===== src/hw/pwm_timing_pkg.sv =====
package pwm_timing_pkg;
   // register offsets
   localparam logic [7:0] off_ch1_dly = 8'h11;
   localparam logic [7:0] off_ch2_dly = 8'h12;
   localparam logic [7:0] off_inv1_dly = 8'h13;
   localparam logic [7:0] off_inv2_dly = 8'h14;
   localparam logic [7:0] off_held_mask = 8'h19;
   localparam logic [7:0] off_ramp = 8'h1a;
   localparam logic [7:0] off_osc_cal = 8'h1b;
   localparam logic [7:0] off_sys_ctrl2 = 8'h05;
   localparam logic [7:0] off_mod_mode = 8'h20;
   // reset values
   localparam logic [7:0] rst_dly_one = 8'hac;
   localparam logic [7:0] rst_dly_two = 8'h54;
   localparam logic [7:0] rst_held_mask = 8'h30;
   localparam logic [7:0] rst_ramp = 8'h0f;
   localparam logic [7:0] rst_osc_cal = 8'h82;
   localparam logic [7:0] rst_sys_ctrl2 = 8'h00;
   localparam logic [1:0] rst_mod_mode = 2'h0;
   // field positions
   localparam int dly_lsb = 2;
   localparam int dly_w = 6;
   localparam int dly_unit = 4;
   localparam int ramp_dis_bit = 7;
   localparam int ramp_code_w = 5;
   localparam int ramp_half_hi = 4;
   localparam int ramp_half_lo = 3;
   localparam int held_en_bit = 5;
   localparam int cal_done_bit = 6;
   localparam int cal_fact_bit = 1;
   localparam int mode_ch1_bit = 1;
   localparam int mode_ch2_bit = 0;
   localparam logic [7:0] cal_wr_mask = 8'h02;
   localparam logic [7:0] cal_fact_val = 8'h00;
   // timing: one 50% phase tick is 0.1 ms
   localparam int ramp_tick_us = 100;
   localparam int clk_mhz = 100;
   localparam int ramp_tick_cycles = ramp_tick_us * clk_mhz;
   localparam int cal_settle_cycles = 16;
   typedef enum logic [1:0] {st_off, st_ramp, st_run} ramp_state_t;
endpackage


===== src/hw/edge_delay_line.sv =====
`timescale 1ns/100ps
module edge_delay_line
   import pwm_timing_pkg::*;
#(
   parameter int depth = 256
)
(
   // clock and reset
   input wire logic ref_clk,
   input wire logic reset,
   // stream
   input wire logic pwm_in,
   input wire logic [7:0] tap,
   output logic pwm_out
);
   logic [depth-1:0] line_r;

   always_ff @(posedge ref_clk)
   begin
      if (reset)
         line_r <= '0;
      else
         line_r <= {line_r[depth-2:0], pwm_in};
   end

   always_ff @(posedge ref_clk)
   begin
      if (reset)
         pwm_out <= 1'b0;
      else if (tap == 8'h00)
         pwm_out <= pwm_in;
      else
         pwm_out <= line_r[tap - 8'h01];
   end
endmodule


===== src/hw/ramp_timer.sv =====
`timescale 1ns/100ps
module ramp_timer
   import pwm_timing_pkg::*;
#(
   parameter int tick_cycles = ramp_tick_cycles
)
(
   // clock and reset
   input wire logic ref_clk,
   input wire logic reset,
   // control
   input wire logic start,
   input wire logic [17:0] ticks,
   output logic busy
);
   logic [31:0] pre_r;
   logic [17:0] left_r;

   always_ff @(posedge ref_clk)
   begin
      if (reset)
      begin
         pre_r <= '0;
         left_r <= '0;
         busy <= 1'b0;
      end
      else if (start)
      begin
         pre_r <= '0;
         left_r <= ticks;
         busy <= (ticks != 18'h0);
      end
      else if (busy)
      begin
         if (pre_r == 32'(tick_cycles - 1))
         begin
            pre_r <= '0;
            left_r <= left_r - 18'h1;
            if (left_r == 18'h1)
               busy <= 1'b0;
         end
         else
            pre_r <= pre_r + 32'h1;
      end
   end
endmodule


===== src/hw/pwm_channel_timing_control.sv =====
`timescale 1ns/100ps
module pwm_channel_timing_control
   import pwm_timing_pkg::*;
#(
   parameter int tick_cycles = ramp_tick_cycles
)
(
   // clock and reset
   input wire logic ref_clk,
   input wire logic reset,
   // register port
   input wire logic [7:0] reg_addr,
   input wire logic [7:0] reg_wdata,
   input wire logic reg_wr,
   input wire logic reg_rd,
   output logic [7:0] reg_rdata,
   // modulator side
   input wire logic [3:0] pwm_raw,
   input wire logic all_shutdown,
   input wire logic power_down_pin,
   // power stage side
   output logic [3:0] pwm_out,
   output logic [3:0] chan_run,
   output logic half_duty,
   output logic osc_trim_load,
   output logic osc_factory_sel
);
   ////////////////////////////////////////////////////////////////////////
   logic [7:0] dly_r [4];
   logic [7:0] held_mask_r;
   logic [7:0] ramp_r;
   logic [7:0] sys_ctrl2_r;
   logic [1:0] mod_mode_r;
   logic cal_fact_r;
   logic cal_done_r;
   logic [4:0] cal_cnt_r;
   logic cal_busy_r;
   logic [2:0] pdn_sync_r;
   logic pdn_state_r;
   logic shut_prev_r;
   logic [7:0] tap [4];
   logic [3:0] pwm_dly;
   logic ramp_start;
   logic ramp_busy;
   logic [17:0] ramp_ticks;
   ramp_state_t state_r;

   ////////////////////////////////////////////////////////////////////////
   // register writes
   always_ff @(posedge ref_clk)
   begin
      if (reset)
      begin
         dly_r[0] <= rst_dly_one;
         dly_r[1] <= rst_dly_two;
         dly_r[2] <= rst_dly_one;
         dly_r[3] <= rst_dly_two;
         held_mask_r <= rst_held_mask;
         ramp_r <= rst_ramp;
         sys_ctrl2_r <= rst_sys_ctrl2;
         mod_mode_r <= rst_mod_mode;
      end
      else if (reg_wr)
      begin
         unique case (reg_addr)
            off_ch1_dly: dly_r[0] <= reg_wdata;
            off_ch2_dly: dly_r[1] <= reg_wdata;
            off_inv1_dly: dly_r[2] <= reg_wdata;
            off_inv2_dly: dly_r[3] <= reg_wdata;
            off_held_mask: held_mask_r <= reg_wdata;
            off_ramp: ramp_r <= reg_wdata;
            off_sys_ctrl2: sys_ctrl2_r <= reg_wdata;
            off_mod_mode: mod_mode_r <= reg_wdata[1:0];
            default: ;
         endcase
      end
   end

   ////////////////////////////////////////////////////////////////////////
   // oscillator calibration
   always_ff @(posedge ref_clk)
   begin
      if (reset)
      begin
         cal_fact_r <= 1'b1;
         cal_done_r <= 1'b0;
         cal_busy_r <= 1'b0;
         cal_cnt_r <= '0;
      end
      else if (reg_wr && reg_addr == off_osc_cal)
      begin
         // a zero byte always means factory trim
         cal_fact_r <= (reg_wdata == cal_fact_val) ? 1'b0 :
            reg_wdata[cal_fact_bit];
         cal_done_r <= 1'b0;
         cal_busy_r <= 1'b1;
         cal_cnt_r <= '0;
      end
      else if (cal_busy_r)
      begin
         cal_cnt_r <= cal_cnt_r + 5'h1;
         if (cal_cnt_r == 5'(cal_settle_cycles - 1))
         begin
            cal_busy_r <= 1'b0;
            cal_done_r <= 1'b1;
         end
      end
   end

   always_ff @(posedge ref_clk)
   begin
      if (reset)
      begin
         osc_trim_load <= 1'b0;
         osc_factory_sel <= 1'b0;
      end
      else
      begin
         // trim stays applied while settling so rate detect sees it
         osc_trim_load <= cal_busy_r;
         osc_factory_sel <= ~cal_fact_r;
      end
   end

   ////////////////////////////////////////////////////////////////////////
   // read port
   always_ff @(posedge ref_clk)
   begin
      if (reset)
         reg_rdata <= '0;
      else if (reg_rd)
      begin
         unique case (reg_addr)
            off_ch1_dly: reg_rdata <= {dly_r[0][7:2], 2'h0};
            off_ch2_dly: reg_rdata <= {dly_r[1][7:2], 2'h0};
            off_inv1_dly: reg_rdata <= {dly_r[2][7:2], 2'h0};
            off_inv2_dly: reg_rdata <= {dly_r[3][7:2], 2'h0};
            off_held_mask: reg_rdata <= held_mask_r;
            off_ramp: reg_rdata <= ramp_r;
            off_sys_ctrl2: reg_rdata <= sys_ctrl2_r;
            off_mod_mode: reg_rdata <= {6'h0, mod_mode_r};
            off_osc_cal: reg_rdata <= {1'b1, cal_done_r, 4'h0,
               cal_fact_r, 1'b0};
            default: reg_rdata <= 8'h00;
         endcase
      end
      else
         reg_rdata <= 8'h00;
   end

   ////////////////////////////////////////////////////////////////////////
   // power-down pin synchroniser
   always_ff @(posedge ref_clk)
   begin
      if (reset)
      begin
         pdn_sync_r <= '0;
         pdn_state_r <= 1'b0;
         shut_prev_r <= 1'b1;
      end
      else
      begin
         pdn_sync_r <= {pdn_sync_r[1:0], power_down_pin};
         if (pdn_sync_r[2] == pdn_sync_r[1])
            pdn_state_r <= pdn_sync_r[2];
         shut_prev_r <= all_shutdown;
      end
   end

   logic pdn_prev_r;
   always_ff @(posedge ref_clk)
   begin
      if (reset)
         pdn_prev_r <= 1'b0;
      else
         pdn_prev_r <= pdn_state_r;
   end

   ////////////////////////////////////////////////////////////////////////
   // soft ramp
   logic ramp_event;
   logic ramp_on;
   assign ramp_event = (shut_prev_r != all_shutdown) ||
      (pdn_prev_r != pdn_state_r);
   assign ramp_on = ramp_r[ramp_half_hi] | ramp_r[ramp_half_lo];
   assign ramp_start = ramp_event && !ramp_r[ramp_dis_bit] && ramp_on;

   // tenths of ms; table figures carried as constants
   always_comb
   begin
      unique case (ramp_r[ramp_code_w-1:0])
         5'h08: ramp_ticks = 18'd165;
         5'h09: ramp_ticks = 18'd239;
         5'h0a: ramp_ticks = 18'd314;
         5'h0b: ramp_ticks = 18'd404;
         5'h0c: ramp_ticks = 18'd539;
         5'h0d: ramp_ticks = 18'd703;
         5'h0e: ramp_ticks = 18'd942;
         5'h0f: ramp_ticks = 18'd1257;
         5'h10: ramp_ticks = 18'd1646;
         5'h11: ramp_ticks = 18'd2394;
         5'h12: ramp_ticks = 18'd3142;
         5'h13: ramp_ticks = 18'd4039;
         5'h14: ramp_ticks = 18'd5386;
         5'h15: ramp_ticks = 18'd7031;
         5'h16: ramp_ticks = 18'd9425;
         5'h17: ramp_ticks = 18'd12566;
         5'h18: ramp_ticks = 18'd17281;
         5'h19: ramp_ticks = 18'd25136;
         5'h1a: ramp_ticks = 18'd32991;
         5'h1b: ramp_ticks = 18'd42417;
         5'h1c: ramp_ticks = 18'd56556;
         5'h1d: ramp_ticks = 18'd73837;
         5'h1e: ramp_ticks = 18'd98973;
         5'h1f: ramp_ticks = 18'd131964;
         default: ramp_ticks = 18'd0;
      endcase
   end

   ramp_timer #(.tick_cycles(tick_cycles)) u_ramp (
      .ref_clk(ref_clk),
      .reset(reset),
      .start(ramp_start),
      .ticks(ramp_ticks),
      .busy(ramp_busy)
   );

   logic stopped;
   assign stopped = all_shutdown | pdn_state_r;

   always_ff @(posedge ref_clk)
   begin
      if (reset)
         state_r <= st_off;
      else
      begin
         unique case (state_r)
            st_off: if (ramp_start) state_r <= st_ramp;
               else if (!stopped) state_r <= st_run;
            st_ramp: if (!ramp_busy && !ramp_start)
               state_r <= stopped ? st_off : st_run;
            st_run: if (ramp_start) state_r <= st_ramp;
               else if (stopped) state_r <= st_off;
            // the fourth code of the two-bit state is unused; park it
            default: state_r <= st_off;
         endcase
      end
   end

   ////////////////////////////////////////////////////////////////////////
   // channel delay; taps are offset by 32 units so negatives stay causal
   genvar g;
   generate
      for (g = 0; g < 4; g++)
      begin : g_ch
         logic signed [dly_w-1:0] field;
         assign field = dly_r[g][dly_lsb +: dly_w];
         // bias +32 units: -32 maps to zero shift on the common reference
         assign tap[g] = 8'((7'(field) + 7'h20) * dly_unit);
         edge_delay_line u_dly (
            .ref_clk(ref_clk),
            .reset(reset),
            .pwm_in(pwm_raw[g]),
            .tap(tap[g]),
            .pwm_out(pwm_dly[g])
         );
      end
   endgenerate

   ////////////////////////////////////////////////////////////////////////
   // output gating
   always_ff @(posedge ref_clk)
   begin
      if (reset)
      begin
         chan_run <= '0;
         pwm_out <= '0;
         half_duty <= 1'b0;
      end
      else
      begin
         half_duty <= (state_r == st_ramp);
         if (state_r == st_run)
            // held group stays idle unless the control bit lets it go
            chan_run <= sys_ctrl2_r[held_en_bit] ? 4'hf :
               ~held_mask_r[3:0];
         else
            chan_run <= 4'h0;
         pwm_out <= pwm_dly & chan_run;
      end
   end
endmodule


===== config.mk =====
export PLATFORM = sky130hd
export DESIGN_NAME = pwm_channel_timing_control
export DESIGN_NICKNAME = d
export VERILOG_FILES = /design/src/hw/pwm_timing_pkg.sv /design/src/hw/edge_delay_line.sv /design/src/hw/ramp_timer.sv /design/src/hw/pwm_channel_timing_control.sv
export SDC_FILE = /design/constraint.sdc
export NUM_CORES = 2
export LEC_CHECK = 0
export BUFFER_PORTS_ARGS = -buffer_cell sky130_fd_sc_hd__buf_2
export CAP_MARGIN = 15
export CORE_ASPECT_RATIO = 1.1
export CORE_MARGIN = 2
export CORE_UTILIZATION = 55
export CTS_CLUSTER_DIAMETER = 150
export DETAILED_ROUTE_END_ITERATION = 6
export PLACE_DENSITY = 0.83
export SYNTH_ARGS = -nofsm -noshare
export SYNTH_HDL_FRONTEND = slang
export SYNTH_SLANG_ARGS = --single-unit

===== constraint.sdc =====
create_clock -name ref_clk -period 5.5 [get_ports ref_clk]
set_input_delay 0.55 -clock ref_clk [delete_from_list [all_inputs] [get_ports ref_clk]]
set_output_delay 0.55 -clock ref_clk [all_outputs]
set_load 0.005 [all_outputs]

# ---- Word-level counts from Yosys, hierarchy flattened
# Memories as Yosys holds them, arrays and structs flattened. A register that Yosys moved wholly into a read port is not among the register bits.
# Cells that the tools add are included.
dict set report word_totals {
  ff_bits 1140
  romBits 576
  memories 2
  in_bits 26
  out_inout_bits 19
  word_cells 163
  mem_bits_rw 32
}
dict set report op_classes {
  n_bitwise 11
  n_addsub 11
  order_cmp 4
  reduce_logical 28
  n_eq_ne 20
  mux 57
}
# name depth width rd rd_clocked_by_memory_dff wr line_no
set mem_list {}
lappend mem_list {{(name not given)} 32 18 1 1 0 pwm_channel_timing_control.sv:191} ;# unique case (ramp_r[ramp_code_w-1:0])
lappend mem_list {dly_r 4 8 4 0 4 pwm_channel_timing_control.sv:29} ;# logic [7:0] dly_r [4];
# operator n
set op_table {}
lappend op_table {{$pmux W8 S9} 1}
lappend op_table {{$eq A8 B5 Y1 const B} 7}
lappend op_table {{$mux W18} 3}
lappend op_table {{$logic_not A8 Y1} 5}
lappend op_table {{$lt A8 B9 Y1 const B} 4}
lappend op_table {{$mux W1} 34}
lappend op_table {{$add A32 B1 Y32 const B} 1}
lappend op_table {{$bmux W1 S8} 4}
lappend op_table {{$eq A32 B14 Y1 const B} 1}
lappend op_table {{$mux W32} 1}
lappend op_table {{$mux W8} 4}
lappend op_table {{$sub A8 B1 Y8 const B} 4}
lappend op_table {{$add A6 B6 Y6 const B} 4}
lappend op_table {{$eq A18 B1 Y1 const B} 1}
lappend op_table {{$reduce_bool A18 Y1} 1}
lappend op_table {{$sub A18 B1 Y18 const B} 1}
lappend op_table {{$mux W2} 6}
lappend op_table {{$reduce_and A2 Y1} 6}
lappend op_table {{$mux W5} 2}
lappend op_table {{$eq A8 B3 Y1 const B} 1}
lappend op_table {{$eq A8 B6 Y1 const B} 1}
lappend op_table {{$reduce_or A2 Y1} 4}
lappend op_table {{$ne A3 B3 Y1 const B} 2}
lappend op_table {{$or A1 B1 Y1} 6}
lappend op_table {{18 further kinds} 27}

# ---- Depth between registers and ports, before layout
dict set report logic_depth {
  word_depth 8
  mapped_depth 12
  mapped_depth_nobuf 10
}

# ---- Hierarchy
# From an unflattened synthesis, not the netlist that was laid out.
dict set report hier_totals {
  cells_unflattened 4291
  area_unflattened_um2 45378.5
}
# module seq_area_each_um2 instances area_each_um2 cells_each
set modules_own_cells {}
lappend modules_own_cells {{edge_delay_line at g_ch[0].u_dly ...} 5144.9 3 9500.4 868}
lappend modules_own_cells {{edge_delay_line at g_ch[3].u_dly} 5144.9 1 9434.0 864}
lappend modules_own_cells {pwm_channel_timing_control 2302.2 1 4529.3 485}
lappend modules_own_cells {ramp_timer 1021.0 1 2914.0 338}

# ---- Worst setup path before layout
# No wires, ideal clock.
dict set report synth_timing {
  path_kind {input port to flip-flop}
  from {input port reg_addr[5]}
  to {register, netlist name ramp_ticks[5]}
  setup_slack_ps 2323
  setup_ps 121
  t_arrival_ps 3056
  cell_stages 11
  required_ps 5379
  n_path_buf 2
  path_cell_list {or3_1 -> buf_2 -> or3_4 -> buf_6 -> mux2_4 -> nor2_1 -> inv_1 -> ha_1 -> mux2_2 -> a32oi_1 -> o21ai_2}
}
dict set report synth_via {
  elab_chain_len 4
}
# item line_no
set synth_rtl {}
lappend synth_rtl {{start: declaration} pwm_channel_timing_control.sv:12} ;# input wire logic [7:0] reg_addr,
lappend synth_rtl {{$eq A8 B5 Y1} pwm_channel_timing_control.sv:65} ;# unique case (reg_addr)
lappend synth_rtl {{$reduce_and A2 Y1 (no line)} -}
lappend synth_rtl {{$mux W5 (no line) (2 in a row)} -}
# Every way passes these cells.
# A chain may end at the register's enable or synchronous reset.

==> summary.json <==
{
  "final_setup_violation_count": 0,
  "grt.total_usage_pct": 18.6,
  "post_synthesis_sequential_area_ratio_pct": 64.3,
  "ff2ff_setup_slack_ns": 2.33,
  "critical_path_arrival_ns": 3.71,
  "total_power_per_unit_cell_area_mw_per_mm2": 397,
  "worstSkewPairLatency_ns": 0.66,
  "critical_path.top_delay_family": "adder cells",
  "rsz0062_at_grt": "false",
  "cap_violations": 0,
  "final.setup_skew_ns": 0.0249,
  "cts_root_buf": "sky130_fd_sc_hd__clkbuf_16",
  "met2_track_demand_over_resource_in_global_routing_pct": 28.7,
  "crit_path_top_delay_cell": "sky130_fd_sc_hd__ha_1",
  "cts_hold_buf": 0,
  "synth_fa_ha_area_share_pct": 0.707,
  "antenna_left": 0,
  "wirelength_um": 64000,
  "max_stage_delay_ns": 0.86,
  "layout.core_utilization_pct": 62.4,
  "post-route-min-period_ns": 3.17,
  "first_global_vias": 20554,
  "via_per_inst": 5.02,
  "vias": 20760,
  "syn_avg_cell_area_sq_um": 11.6,
  "numCtsBuffers": 108,
  "drt_iter0_drc": 1693,
  "timing.critical_path.fanout_max": 19,
  "post-layout-total-power_mw": 16.5,
  "antenna_violations_before_repair": 9,
  "path_class": "reg2reg",
  "row_count": 99,
  "yosys_most_used_dff": "sky130_fd_sc_hd__dfxtp_1",
  "crit_required_ns": 6.04,
  "h-tree-depth": 3,
  "static-leakage-power_nw": 16.0,
  "final-seq-area_sq_mm": 0.0239,
  "multi_input_area_sq_mm": 0.0124,
  "cts_max_path_buffers": 3,
  "worstSetupEndpointType": "flip-flop",
  "path_buf_inv": 2,
  "design.core.area_sq_mm": 0.0666,
  "cell_by_cell_trace_of_the_critical_path": "buf_4, inv_1, ha_1, mux4_2, and3_1, a211o_1, nand3b_1, nor3_1, or3_1",
  "netlist_area_sq_mm": 0.0372,
  "cts_post_setup_buffers_inserted": 0,
  "postSynthNetCount": 3246,
  "place_inst": 3939,
  "async_reset_ff_share_pct": 0,
  "relSlewSlack_pct": 18.4,
  "gp_routability_congestion": 0.888,
  "slew_violations": 0,
  "timing.fmax_mhz": 315,
  "die_area_sq_mm": 0.0697,
  "tritoncts": "done",
  "timing.critical_path.from_type": "flip-flop",
  "dp_hpwl_um": 37700,
  "maximum_number_of_pins_on_one_net_before_global_route_repair": 259,
  "whs_ns": 0.129,
  "synth_xor_area_share_pct": 1.41,
  "placement.io_buffers": 44,
  "synthSimpleGateAreaFrac_pct": 23.1,
  "drt-wirelength-per-cell_um": 15.5,
  "initial_core_util_pct": 55.8,
  "status": "complete, no violations",
  "worstHoldPathType": "in2reg",
  "first_pass_grt_wire_length_um": 106000,
  "worstSetupPathDepth": 9,
  "timing_worst_slew_pin_value_ns": 1.22,
  "global_route.usage.met3_pct": 4.27,
  "filler_cell_count": 4850,
  "layout.nets": 3238,
  "postSynthCellCount": 3199,
  "cts.reportedPaths.clkPinSlew_ns": 0.06,
  "fin_crit_sh_pct": 57.7,
  "ios": 45,
  "main_combinational_cell_family_by_area_after_synthesis": "simple AND/OR/NAND/NOR gates",
  "hold-path-cell-count": 2,
  "min-delay-start": "all_shutdown",
  "gr-total-overflow": 0,
  "timing.rr.start": "dly_r[1][2]$_SDFFCE_PN1P_",
  "hold_path_end": "shut_prev_r$_SDFF_PP1_",
  "power.ir.vdd_worst_mv": 0.280,
  "synth_edf_count": 24,
  "post_synth_mux_area_share_pct": 5.02,
  "final_cells": 4137,
  "fp.dieW_um": 252,
  "setup-tns-final_ns": 0,
  "yosys_warnings": 0,
  "synth.ff_latch_count": 1182,
  "hold_violations": 0,
  "die_outline_height_um": 277,
  "final_layout_size_suffix_gt1_share_pct": 10.6,
  "synth_compound_gate_area_share_pct": 3.20,
  "cts_num_sinks": 1182,
  "remaining_drc_errors": 0,
  "first_pass_iteration_count_of_the_detailed_router": 6,
  "use_met1_pct": 26.2,
  "r2r_end": "g_ch[1].u_dly.pwm_out$_SDFF_PP0_",
  "post_synth_num_cell_types": 70,
  "cts_repair_resize_count": 0,
  "worst_r2r_path_depth": 9,
  "area.growth.synth_to_final_pct": 11.8,
  "grt-busiest-layer": "met2"
}
-- worst reg2reg max path, delay by kind of cell, from the launching register on --
| family | cells | cell delay (ns) |
|---|---|---|
| AOI/OAI and AO/OA | 1 | 0.26 |
| adders and majority gates | 1 | 0.86 |
| buffers and inverters | 2 | 0.51 |
| DFF | 1 | 0.32 |
| muxes | 1 | 0.44 |
| and+or+nand+nor | 4 | 0.67 |
-- cell usage after synthesis, types with 3 or more instances --
cell type	count	area, sq um
sky130_fd_sc_hd__nand3_1	53	265
sky130_fd_sc_hd__clkbuf_1	149	559
sky130_fd_sc_hd__buf_6	4	45.0
sky130_fd_sc_hd__a2111oi_0	4	35.0
sky130_fd_sc_hd__mux4_2	65	1460
sky130_fd_sc_hd__a221oi_2	3	45.0
sky130_fd_sc_hd__nand4_1	14	87.6
sky130_fd_sc_hd__and4b_1	3	30.0
sky130_fd_sc_hd__o22ai_1	7	43.8
sky130_fd_sc_hd__dfxtp_1	1158	23200
sky130_fd_sc_hd__nand3b_1	12	90.1
sky130_fd_sc_hd__or2_2	11	68.8
sky130_fd_sc_hd__a211o_1	4	35.0
sky130_fd_sc_hd__and4_1	5	43.8
sky130_fd_sc_hd__a211oi_1	23	173
sky130_fd_sc_hd__nor3b_1	4	30.0
sky130_fd_sc_hd__xnor2_1	27	236
sky130_fd_sc_hd__nor3_1	20	100
sky130_fd_sc_hd__edfxtp_1	24	721
sky130_fd_sc_hd__a31oi_1	9	56.3
sky130_fd_sc_hd__mux2i_1	9	90.1
sky130_fd_sc_hd__a221oi_1	3	26.3
sky130_fd_sc_hd__inv_1	30	113
sky130_fd_sc_hd__xor2_1	33	289
sky130_fd_sc_hd__buf_1	6	22.5
sky130_fd_sc_hd__o21ai_0	29	145
sky130_fd_sc_hd__a32oi_1	5	43.8
sky130_fd_sc_hd__o211ai_1	9	67.6
sky130_fd_sc_hd__o31ai_1	7	52.6
sky130_fd_sc_hd__nand2b_1	12	75.1
sky130_fd_sc_hd__buf_2	15	75.1
sky130_fd_sc_hd__and2_1	10	62.6
sky130_fd_sc_hd__a222oi_1	5	50.1
sky130_fd_sc_hd__and3_1	27	169
sky130_fd_sc_hd__mux2_2	25	282
sky130_fd_sc_hd__nand2_1	102	383
sky130_fd_sc_hd__or4_1	9	67.6
sky130_fd_sc_hd__a22oi_1	7	52.6
sky130_fd_sc_hd__nor2_1	107	402
sky130_fd_sc_hd__nor4_1	15	93.8
sky130_fd_sc_hd__or3_1	6	37.5
sky130_fd_sc_hd__nor2b_1	1032	6460
sky130_fd_sc_hd__a21oi_1	44	220
sky130_fd_sc_hd__ha_1	21	263
-- sequential cells by signal, summed over array words and instances, names as in the netlist, 2 cells and up --
register / flops
cal_cnt_r: 5
g_ch.u_dly.pwm_out: 4
ramp_ticks: 18
u_ramp.pre_r: 32
state_r: 2
chan_run: 4
pwm_out: 4
mod_mode_r: 2
held_mask_r: 8
u_ramp.left_r: 18
dly_r: 24
sys_ctrl2_r: 8
reg_rdata: 8
g_ch.u_dly.line_r: 1024
pdn_sync_r: 3
ramp_r: 8
-- logic make-up after synthesis --
group / count (synthesis)
fa+ha+maj: 21
simple gates: 1454
xor+xnor: 60
mux: 101
flops: 1182
buf+inv: 206
compound gates: 175
-- metrics by stage --
step	worst slack, ns	area [sq um]
CTS	2.27	41600
floorplan	2.32	37200
finish	2.33	41600
global placement	2.00	37900
detailed placement	1.93	37900
global route	2.14	41600
-- metal layers --
layer	vias to the layer above	wire length, um
met5	-	81
met4	14	1360
met3	140	4050
met2	469	28300
met1	9796	30200
li1	10341	-
-- where the power goes --
group	internal, mW	switching [mW]
registers	8.62	0.0342
logic	0.103	0.270
clock network	4.34	3.15
-- placed cells by master, fill, tap and decap left out, types with 21 or more instances in the layout --
cell / n
sky130_fd_sc_hd__xor2_1: 33
sky130_fd_sc_hd__nand3_1: 53
sky130_fd_sc_hd__nor2b_1: 1032
sky130_fd_sc_hd__xnor2_1: 27
sky130_fd_sc_hd__inv_1: 30
sky130_fd_sc_hd__mux2_2: 25
sky130_fd_sc_hd__edfxtp_1: 24
sky130_fd_sc_hd__mux4_2: 65
sky130_fd_sc_hd__nor2_1: 107
sky130_fd_sc_hd__a21oi_1: 44
sky130_fd_sc_hd__clkbuf_1: 25
sky130_fd_sc_hd__nand2_1: 102
sky130_fd_sc_hd__dfxtp_1: 1158
sky130_fd_sc_hd__ha_1: 21
sky130_fd_sc_hd__o21ai_0: 28
sky130_fd_sc_hd__buf_2: 43
sky130_fd_sc_hd__a211oi_1: 23
sky130_fd_sc_hd__and3_1: 27
sky130_fd_sc_hd__clkbuf_16: 111
-- how the worst max path moves through the flow --
stage,slack [ns],to,from
2_1_floorplan,2.32,ramp_ticks[5]$_DFF_P_,reg_addr[5]
3_3_place_gp,2.00,ramp_ticks[5]$_DFF_P_,reg_addr[5]
3_5_place_dp,1.93,ramp_ticks[5]$_DFF_P_,reg_addr[5]
4_1_cts,2.27,g_ch[1].u_dly.pwm_out$_SDFF_PP0_,dly_r[1][2]$_SDFFCE_PN1P_
5_1_grt,2.14,g_ch[1].u_dly.pwm_out$_SDFF_PP0_,dly_r[1][2]$_SDFFCE_PN1P_
6_report,2.33,g_ch[1].u_dly.pwm_out$_SDFF_PP0_,dly_r[1][2]$_SDFFCE_PN1P_
-- final cells by class --
cell class / count / area share (%)
multi-input combinational: 1811 / 29.9
timing repair buffer: 57 / 0.897
clock inverter: 44 / 1.29
clock buffer: 153 / 7.47
sequential: 1182 / 57.5
inverter: 31 / 0.280
tap: 858 / 2.58
antenna: 1 / 0.00602
No activity file was read; power rests on OpenSTA's default activity.
